==> src/hdl/pdeg_pkg.sv <==
// Package: register map, field positions and reset values of the port D/E pin block
package pdeg_pkg;

  localparam int PDEG_D_WIDTH = 8;
  localparam int PDEG_E_WIDTH = 3;
  localparam int PDEG_ADDR_WIDTH = 8;

  // Register byte offsets on the APB
  localparam logic [7:0] PDEG_OFS_D_LEVELS = 8'h00;
  localparam logic [7:0] PDEG_OFS_D_LATCH = 8'h04;
  localparam logic [7:0] PDEG_OFS_D_DIR = 8'h08;
  localparam logic [7:0] PDEG_OFS_E_LEVELS = 8'h0C;
  localparam logic [7:0] PDEG_OFS_E_LATCH = 8'h10;
  localparam logic [7:0] PDEG_OFS_E_DIR = 8'h14;
  localparam logic [7:0] PDEG_OFS_ANALOG_CFG = 8'h18;
  localparam logic [7:0] PDEG_OFS_PERIPH_CTRL = 8'h1C;

  // Field positions in the bank E levels register
  localparam int PDEG_POS_D_PULLUP = 7;
  localparam int PDEG_POS_E_PULLUP = 6;
  // Field positions in the analog configuration register (bank E pins 0..2)
  localparam int PDEG_POS_ANALOG_E0 = 5;
  // Field positions in the peripheral control register
  localparam int PDEG_POS_PAR_OWN_D = 0;
  localparam int PDEG_POS_PAR_OWN_E = 1;
  localparam int PDEG_POS_REMAP_D = 2;

  // Reset values
  localparam logic [7:0] PDEG_RST_D_LATCH = 8'h00;
  localparam logic [7:0] PDEG_RST_D_DIR = 8'hFF;
  localparam logic [2:0] PDEG_RST_E_LATCH = 3'h0;
  localparam logic [2:0] PDEG_RST_E_DIR = 3'h7;
  localparam logic [7:0] PDEG_RST_ANALOG_CFG = 8'h00;
  localparam logic [2:0] PDEG_RST_PERIPH_CTRL = 3'h0;
  localparam logic PDEG_RST_PULLUP = 1'b0;

  // Pin group carried as one bundle
  typedef struct packed {
    logic [PDEG_D_WIDTH-1:0] dout;
    logic [PDEG_D_WIDTH-1:0] doe;
    logic [PDEG_D_WIDTH-1:0] dpull;
  } pdeg_bank_d_t;

  typedef struct packed {
    logic [PDEG_E_WIDTH-1:0] dout;
    logic [PDEG_E_WIDTH-1:0] doe;
    logic [PDEG_E_WIDTH-1:0] dpull;
  } pdeg_bank_e_t;

  typedef enum logic [1:0] {
    PDEG_IDLE,
    PDEG_ACCESS
  } pdeg_apb_state_t;

endpackage

==> src/hdl/pdeg_port_d_e_gpio.sv <==
// Port D/E general-purpose pin block with APB register access
`timescale 1ns/100ps
`default_nettype none

// Functional notes
// Three-bit bank E exists only when the large-package parameter is set.
// Bank E has exactly three pins, each independently input or output.
// Bank E pin in analog mode reads as zero.
// Direction bit one makes a bank E pin an input, driver off.
// Direction bit zero makes a bank E pin drive its latch bit.
// Bank E direction bits control drivers even in analog mode.
// Software keeps analog bank E pins set as inputs.
// After reset all bank E pins are analog inputs.
// Latch registers read back stored latch value, not pin level.
// Bit six of bank E levels enables all bank E pull-ups.
// A pull-up is off whenever its pin is an output.
// Reset leaves all pull-ups disabled.
// Bank D has levels, latch and direction registers, bit n for pin n.
// Bank D registers are absent on the small package.
// Bank D direction one reads pin level; zero drives latch bit.
// Parallel port owns pins 3..7: direction selects parallel data in or out.
// Bank D pins 3..7 are remap pins 20..24, direction sets way.
// Where function is don't-care, the function overrides direction.
// Bit seven of bank E levels enables bank D pull-ups by direction.
// Bank E levels bits 5..3 read zero; bits 2..0 are input levels.
// Setting an analog select bit makes that bank E pin digital.
module pdeg_port_d_e_gpio
  import pdeg_pkg::*;
#(
  parameter bit LARGE_PACKAGE = 1'b1
) (
  input wire logic pclk,
  input wire logic presetn,
  input wire logic psel,
  input wire logic penable,
  input wire logic pwrite,
  input wire logic [PDEG_ADDR_WIDTH-1:0] paddr,
  input wire logic [31:0] pwdata,
  output logic [31:0] prdata,
  output logic pready,
  output logic pslverr,
  input wire logic [PDEG_D_WIDTH-1:0] pin_bank_d_in,
  output logic [PDEG_D_WIDTH-1:0] pin_bank_d_out,
  output logic [PDEG_D_WIDTH-1:0] pin_bank_d_oe,
  output logic [PDEG_D_WIDTH-1:0] pin_bank_d_pullup,
  input wire logic [PDEG_E_WIDTH-1:0] pin_bank_e_in,
  output logic [PDEG_E_WIDTH-1:0] pin_bank_e_out,
  output logic [PDEG_E_WIDTH-1:0] pin_bank_e_oe,
  output logic [PDEG_E_WIDTH-1:0] pin_bank_e_pullup,
  input wire logic [4:0] parallel_data_out,
  output logic [4:0] parallel_data_in,
  input wire logic [PDEG_E_WIDTH-1:0] parallel_strobe_out,
  input wire logic [4:0] remap_out,
  output logic [4:0] remap_in,
  output logic [PDEG_E_WIDTH-1:0] bank_e_analog_en
);

  logic [PDEG_D_WIDTH-1:0] d_latch;
  logic [PDEG_D_WIDTH-1:0] d_dir;
  logic [PDEG_E_WIDTH-1:0] e_latch;
  logic [PDEG_E_WIDTH-1:0] e_dir;
  logic [7:0] analog_cfg;
  logic [2:0] periph_ctrl;
  logic bank_d_pullup_enable;
  logic bank_e_pullup_enable;
  logic [PDEG_D_WIDTH-1:0] d_sync1, d_sync2;
  logic [PDEG_E_WIDTH-1:0] e_sync1, e_sync2;
  pdeg_apb_state_t state;
  pdeg_bank_d_t next_bank_d;
  pdeg_bank_e_t next_bank_e;
  logic [PDEG_E_WIDTH-1:0] e_analog;
  logic [PDEG_E_WIDTH-1:0] bank_e_input_bits;
  logic [31:0] next_prdata;
  logic next_slverr;
  logic wr_en;

  // Address decode used by both the write enable and the error check
  function automatic logic pdeg_mapped(input logic [PDEG_ADDR_WIDTH-1:0] a);
    logic d_ok;
    logic e_ok;
    d_ok = LARGE_PACKAGE && (a == PDEG_OFS_D_LEVELS || a == PDEG_OFS_D_LATCH ||
                             a == PDEG_OFS_D_DIR);
    e_ok = LARGE_PACKAGE && (a == PDEG_OFS_E_LEVELS || a == PDEG_OFS_E_LATCH ||
                             a == PDEG_OFS_E_DIR);
    return d_ok || e_ok || a == PDEG_OFS_ANALOG_CFG || a == PDEG_OFS_PERIPH_CTRL;
  endfunction

  // Pin input synchronisers
  always_ff @(posedge pclk or negedge presetn) begin
    if (!presetn) begin
      d_sync1 <= '0;
      d_sync2 <= '0;
      e_sync1 <= '0;
      e_sync2 <= '0;
    end else begin
      d_sync1 <= pin_bank_d_in;
      d_sync2 <= d_sync1;
      e_sync1 <= pin_bank_e_in;
      e_sync2 <= e_sync1;
    end
  end

  // Analog select bit set means digital; reset value makes all analog
  always_comb begin
    for (int i = 0; i < PDEG_E_WIDTH; i++) begin
      e_analog[i] = ~analog_cfg[PDEG_POS_ANALOG_E0 + i];
    end
    bank_e_input_bits = e_sync2 & ~e_analog;
  end

  assign wr_en = psel && penable && pwrite && (state == PDEG_ACCESS) &&
                 pdeg_mapped(paddr);

  // APB: setup cycle then one access cycle, ready in the access cycle
  always_ff @(posedge pclk or negedge presetn) begin
    if (!presetn) begin
      state <= PDEG_IDLE;
    end else begin
      case (state)
        PDEG_IDLE: begin
          if (psel && !penable) begin
            state <= PDEG_ACCESS;
          end
        end
        PDEG_ACCESS: begin
          state <= PDEG_IDLE;
        end
        default: begin
          state <= PDEG_IDLE;
        end
      endcase
    end
  end

  // Bank D registers
  always_ff @(posedge pclk or negedge presetn) begin
    if (!presetn) begin
      d_latch <= PDEG_RST_D_LATCH;
      d_dir <= PDEG_RST_D_DIR;
    end else if (wr_en && LARGE_PACKAGE) begin
      if (paddr == PDEG_OFS_D_LATCH || paddr == PDEG_OFS_D_LEVELS) begin
        d_latch <= pwdata[PDEG_D_WIDTH-1:0];
      end
      if (paddr == PDEG_OFS_D_DIR) begin
        d_dir <= pwdata[PDEG_D_WIDTH-1:0];
      end
    end
  end

  // Bank E registers and pull-up enables
  always_ff @(posedge pclk or negedge presetn) begin
    if (!presetn) begin
      e_latch <= PDEG_RST_E_LATCH;
      e_dir <= PDEG_RST_E_DIR;
      bank_d_pullup_enable <= PDEG_RST_PULLUP;
      bank_e_pullup_enable <= PDEG_RST_PULLUP;
    end else if (wr_en && LARGE_PACKAGE) begin
      if (paddr == PDEG_OFS_E_LATCH) begin
        e_latch <= pwdata[PDEG_E_WIDTH-1:0];
      end
      if (paddr == PDEG_OFS_E_LEVELS) begin
        e_latch <= pwdata[PDEG_E_WIDTH-1:0];
        bank_d_pullup_enable <= pwdata[PDEG_POS_D_PULLUP];
        bank_e_pullup_enable <= pwdata[PDEG_POS_E_PULLUP];
      end
      if (paddr == PDEG_OFS_E_DIR) begin
        e_dir <= pwdata[PDEG_E_WIDTH-1:0];
      end
    end
  end

  // Analog and peripheral ownership controls
  always_ff @(posedge pclk or negedge presetn) begin
    if (!presetn) begin
      analog_cfg <= PDEG_RST_ANALOG_CFG;
      periph_ctrl <= PDEG_RST_PERIPH_CTRL;
    end else if (wr_en) begin
      if (paddr == PDEG_OFS_ANALOG_CFG) begin
        analog_cfg <= pwdata[7:0];
      end
      if (paddr == PDEG_OFS_PERIPH_CTRL) begin
        periph_ctrl <= pwdata[2:0];
      end
    end
  end

  // Pin drive, enable and pull-up for both banks
  always_comb begin
    next_bank_d = '0;
    next_bank_e = '0;
    if (LARGE_PACKAGE) begin
      for (int i = 0; i < PDEG_D_WIDTH; i++) begin
        next_bank_d.doe[i] = ~d_dir[i];
        next_bank_d.dout[i] = d_latch[i];
        if (i >= 3 && periph_ctrl[PDEG_POS_REMAP_D]) begin
          next_bank_d.dout[i] = remap_out[i-3];
        end else if (i >= 3 && periph_ctrl[PDEG_POS_PAR_OWN_D]) begin
          next_bank_d.dout[i] = parallel_data_out[i-3];
        end
        next_bank_d.dpull[i] = bank_d_pullup_enable & d_dir[i];
      end
      for (int j = 0; j < PDEG_E_WIDTH; j++) begin
        next_bank_e.doe[j] = ~e_dir[j];
        next_bank_e.dout[j] = periph_ctrl[PDEG_POS_PAR_OWN_E] ?
                              parallel_strobe_out[j] : e_latch[j];
        next_bank_e.dpull[j] = bank_e_pullup_enable & e_dir[j];
      end
      // Select line is output-only when the parallel port owns it
      if (periph_ctrl[PDEG_POS_PAR_OWN_E]) begin
        next_bank_e.doe[2] = 1'b1;
        next_bank_e.dpull[2] = 1'b0;
      end
    end
  end

  // Registered pin outputs
  always_ff @(posedge pclk or negedge presetn) begin
    if (!presetn) begin
      pin_bank_d_out <= '0;
      pin_bank_d_oe <= '0;
      pin_bank_d_pullup <= '0;
      pin_bank_e_out <= '0;
      pin_bank_e_oe <= '0;
      pin_bank_e_pullup <= '0;
      bank_e_analog_en <= '1;
    end else begin
      pin_bank_d_out <= next_bank_d.dout;
      pin_bank_d_oe <= next_bank_d.doe;
      pin_bank_d_pullup <= next_bank_d.dpull;
      pin_bank_e_out <= next_bank_e.dout;
      pin_bank_e_oe <= next_bank_e.doe;
      pin_bank_e_pullup <= next_bank_e.dpull;
      bank_e_analog_en <= e_analog;
    end
  end

  // Incoming data to parallel port and remap inputs, input direction only
  always_ff @(posedge pclk or negedge presetn) begin
    if (!presetn) begin
      parallel_data_in <= '0;
      remap_in <= '0;
    end else begin
      parallel_data_in <= d_sync2[7:3] & d_dir[7:3] & {5{periph_ctrl[PDEG_POS_PAR_OWN_D]}};
      remap_in <= d_sync2[7:3] & d_dir[7:3] & {5{periph_ctrl[PDEG_POS_REMAP_D]}};
    end
  end

  // Read data mux
  always_comb begin
    next_prdata = '0;
    next_slverr = ~pdeg_mapped(paddr);
    if (LARGE_PACKAGE) begin
      case (paddr)
        PDEG_OFS_D_LEVELS: next_prdata[7:0] = d_sync2;
        PDEG_OFS_D_LATCH: next_prdata[7:0] = d_latch;
        PDEG_OFS_D_DIR: next_prdata[7:0] = d_dir;
        PDEG_OFS_E_LEVELS: begin
          next_prdata[PDEG_POS_D_PULLUP] = bank_d_pullup_enable;
          next_prdata[PDEG_POS_E_PULLUP] = bank_e_pullup_enable;
          next_prdata[2:0] = bank_e_input_bits;
        end
        PDEG_OFS_E_LATCH: next_prdata[2:0] = e_latch;
        PDEG_OFS_E_DIR: next_prdata[2:0] = e_dir;
        default: next_prdata = '0;
      endcase
    end
    if (paddr == PDEG_OFS_ANALOG_CFG) begin
      next_prdata[7:0] = analog_cfg;
    end
    if (paddr == PDEG_OFS_PERIPH_CTRL) begin
      next_prdata[2:0] = periph_ctrl;
    end
  end

  // Answer registered so bus outputs come from flops
  always_ff @(posedge pclk or negedge presetn) begin
    if (!presetn) begin
      prdata <= '0;
      pready <= 1'b0;
      pslverr <= 1'b0;
    end else if (psel && !penable && state == PDEG_IDLE) begin
      prdata <= pwrite ? 32'h0000_0000 : next_prdata;
      pready <= 1'b1;
      pslverr <= next_slverr;
    end else begin
      pready <= 1'b0;
      pslverr <= 1'b0;
    end
  end

endmodule

`default_nettype wire

==> config.mk <==
export PLATFORM = sky130hd
export DESIGN_NAME = pdeg_port_d_e_gpio
export DESIGN_NICKNAME = d
export VERILOG_FILES = /design/src/hdl/pdeg_pkg.sv /design/src/hdl/pdeg_port_d_e_gpio.sv
export SDC_FILE = /design/constraint.sdc
export NUM_CORES = 1
export LEC_CHECK = 0
export BUFFER_PORTS_ARGS = -buffer_cell sky130_fd_sc_hd__buf_2
export CORE_MARGIN = 4
export CORE_UTILIZATION = 39
export DETAILED_ROUTE_END_ITERATION = 8
export SLEW_MARGIN = 20
export SYNTH_ARGS = -nofsm -noshare
export SYNTH_HDL_FRONTEND = slang
export SYNTH_SLANG_ARGS = --single-unit
==> constraint.sdc <==
create_clock -name pclk -period 2.7 [get_ports pclk]
set_input_delay 0.135 -clock pclk [delete_from_list [all_inputs] [get_ports pclk]]
set_output_delay 0.135 -clock pclk [all_outputs]
set_load 0.01 [all_outputs]
==> summary.txt <==
Drt
  • Metal3 WL: 647 µm
  • DRC: 0
  • Wire per inst: 16.31 µm
  • Top Metal Used: met4
  • Vias/cell: 4.788
  • Vias: 3074
  • First drt pass iteration count: 4
  • Wl on met1: 4406 µm
  • Post-route ant nets: 0
  • Met2 wire len: 5298 µm
  • Iteration-0 DRC Markers: 147
  • Final WL: 10470 µm

Clock network
  • Post_cts resized: 0
  • Max H-tree Level: 4
  • Clock transition at the registers of the reported paths: 0.05 ns
  • CTS tree: done
  • Clk sinks: 114
  • Clock Latency Late Sink: 0.40 ns
  • CTS Buffer Depth: 2
  • CTS root buf: clkbuf_16
  • TritonCTS Buffers: 17
  • Post-CTS setup buffer count: 0

Synth
  • Sequential cell area fraction in the yosys report: 0.6341
  • Mean post-synth cell area: 12.90 µm²
  • Top post-synthesis cells by area: dfrtp_1 (55%), mux2_2 (10%), dfstp_2 (8.1%)
  • Yosys top cell area share: 0.5528
  • Post-Syn Area: 4527 µm²
  • Gate Count Post-Synth: 351
  • Post-synth EDFFs: 0
  • Async set or reset register ratio after synthesis: 1.000
  • Synth warn: 0
  • Top_reg_cell synth: dfrtp_1
  • #FFs+latches synth: 114
  • Unique masters post-synth: 46
  • Post-synth top area cell: dfrtp_1

Timing
  • Fmax: 495.9 MHz
  • Hold Fails Final Rpt: 0
  • Skew final: 0.008134 ns
  • Final setup viols: 0
  • Fin worst setup slack: 0.6835 ns
  • Fin crit share: 0.7469
  • RSZ-0062 raised after global routing: false
  • Least-Margin Pin Slew: 0.7786 ns
  • Slew Viols, Final: 0
  • Fin crit period: 2.017 ns
  • Max-slew headroom: 0.4810
  • Final setup TNS: 0 ns

Global route
  • Total gr overflow: 0
  • Pin count of the biggest net entering global routing: 62
  • Initial antenna violation count: 0
  • Vias in the first global route: 3071
  • First-pass GRT wire length: 16350 µm
  • Gr usage total: 0.1652

Run status
  • Run status: finished clean

Critical path
  • Worst Setup End Kind: flip-flop
  • R2R Path Start: state[0]
  • Worst R2R Path Depth: 4
  • Reg-to-reg endpoint: prdata[1]
  • CP arrival: 2.33 ns
  • Data required time at the worst endpoint: 3.01 ns
  • Max Fanout on Critical Path: 17
  • Setup crit start: state[0]
  • Critical path class: reg2reg
  • CP Launch Type: flip-flop
  • Reg2reg setup slack: 0.68 ns

Final layout
  • Final Util: 0.5217
  • Fillcell total: 1015
  • Area growth syn-to-layout: 31.04%
  • Most frequent cells in the layout: dfrtp_1 (100), buf_2 (99), mux2_2 (40)
  • Layout cells sized above 1: 0.3968
  • Commonest non-fill, non-tap cell in the layout: dfrtp_1
  • Final net count: 555
  • N_diodes: 0

Power and ir drop
  • VDD IR max: 0.3612 mV
  • PD cells: 681.5 nW/µm²
  • Leakage: 2.889 nW

Placement
  • DP HPWL: 7410 µm
  • Number of port buffers: 100
  • GPL Wtd Cong: 0.8521
  • Place WS: 0.6343 ns

Min path
  • Hold_sp: pwdata[7]
  • WHS Path Cells: 2
  • Hold endpoint: d_latch[7]
  • Hold Crit Class: in2reg

Floorplanning
  • Die width: 115.7 µm
  • Die H: 115.7 µm
  • Initial Utilization: 0.3982
  • Die area: 13390 µm²
  • I/O pin count: 149
  • CORE AREA: 11370 µm²
  • Row Count: 39

Run
  • Max cap viols: 0
==> worst max path at each step <==
stage                         end  slack (ns)
finish                  prdata[1]        0.68
global route            prdata[1]        0.43
CTS                     prdata[1]        0.69
detailed placement  analog_cfg[2]        0.63
global placement    analog_cfg[2]        0.68
floorplan               prdata[0]        0.97
==> metal layers <==
metal,up-vias,track usage
met5,-,0
met4,0,0.05491
met3,9,0.05065
met1,1509,0.2129
met2,108,0.2681
li1,1448,-
==> through the flow <==
| step | area, µm² | std cells | hold slack, ns | power (mW) |
|---|---|---|---|---|
| 3_3_place_gp | 5126 | 587 | 0.2436 | 1.940 |
| 5_1_grt | 5932 | 642 | 0.008264 | 4.202 |
| 2_1_floorplan | 4613 | 374 | -0.1606 | 1.864 |
| 3_5_place_dp | 5126 | 587 | 0.2444 | 1.942 |
| 4_1_cts | 5932 | 642 | 0.001122 | 4.096 |
| 6_report | 5932 | 642 | 0.02092 | 4.043 |
==> synth_stat cells, types with 3 or more instances <==
cell type  instances
dfrtp_1          100
mux2_2            40
buf_4             24
o21ai_0           22
inv_1             17
nor2_1            15
dfstp_2           14
nand2_1           13
and3_1            12
mux2i_1           11
and2_1             9
clkbuf_1           9
nand3_1            7
a21oi_1            5
a22oi_1            4
nor3_1             4
nand2b_1           3
nor3b_1            3
o22ai_1            3
or3_1              3
==> logic make-up (layout without fill, tap and decap cells) <==
logic type | count (synthesis) | in the layout | share of synthesized area
and+or+nand+nor | 89 | 89 | 0.1191
DFF | 114 | 114 | 0.6341
buffers and inverters | 53 | 178 | 0.06412
AOI/OAI and AO/OA | 43 | 43 | 0.05804
muxes | 51 | 51 | 0.1238
other | 1 | 24 | 0.0008284
==> power breakdown <==
| part | total [mW] | switching (mW) | leakage, nW | internal (mW) |
|---|---|---|---|---|
| logic | 0.194 | 0.118 | 1.17 | 0.0763 |
| clock network | 2.10 | 0.698 | 0.283 | 1.41 |
| registers | 1.75 | 0.00970 | 1.43 | 1.74 |
==> layout make-up <==
type,instances,area [µm²],area share
Clock buffer,27,523.0,0.08817
Sequential cell,114,2870,0.4839
Inverter,17,63.81,0.01076
Multi-Input combinational cell,207,1453,0.2449
Timing Repair Buffer,129,790.8,0.1333
Clock inverter,5,52.55,0.008859
Tap cell,143,178.9,0.03016
==> repair_timing <==
| item | in CTS | in global routing |
|---|---|---|
| hold buffers | 23 | 0 |
| setup endpoints to repair | 0 | 0 |
| hold endpoints to repair | 82 | 0 |
==> registers in the layout (all words and copies together), names as in the netlist, 3 cells and up <==
register,count
bank_e_analog_en,3
analog_cfg,8
pin_bank_d_out,8
periph_ctrl,3
pin_bank_d_oe,8
d_sync2,8
remap_in,5
pin_bank_e_oe,3
d_sync1,8
pin_bank_d_pullup,8
e_latch,3
d_latch,8
e_sync1,3
e_dir,3
pin_bank_e_out,3
pin_bank_e_pullup,3
e_sync2,3
parallel_data_in,5
d_dir,8
prdata,8
==> worst max-delay path: stages (launching register included) <==
cell	delay, ns
dfrtp_1	0.36
or3b_2	0.66
a2111oi_0	0.47
o21ai_0	0.25
o21ai_0	0.19
No activity file was read; power rests on OpenSTA's default activity.
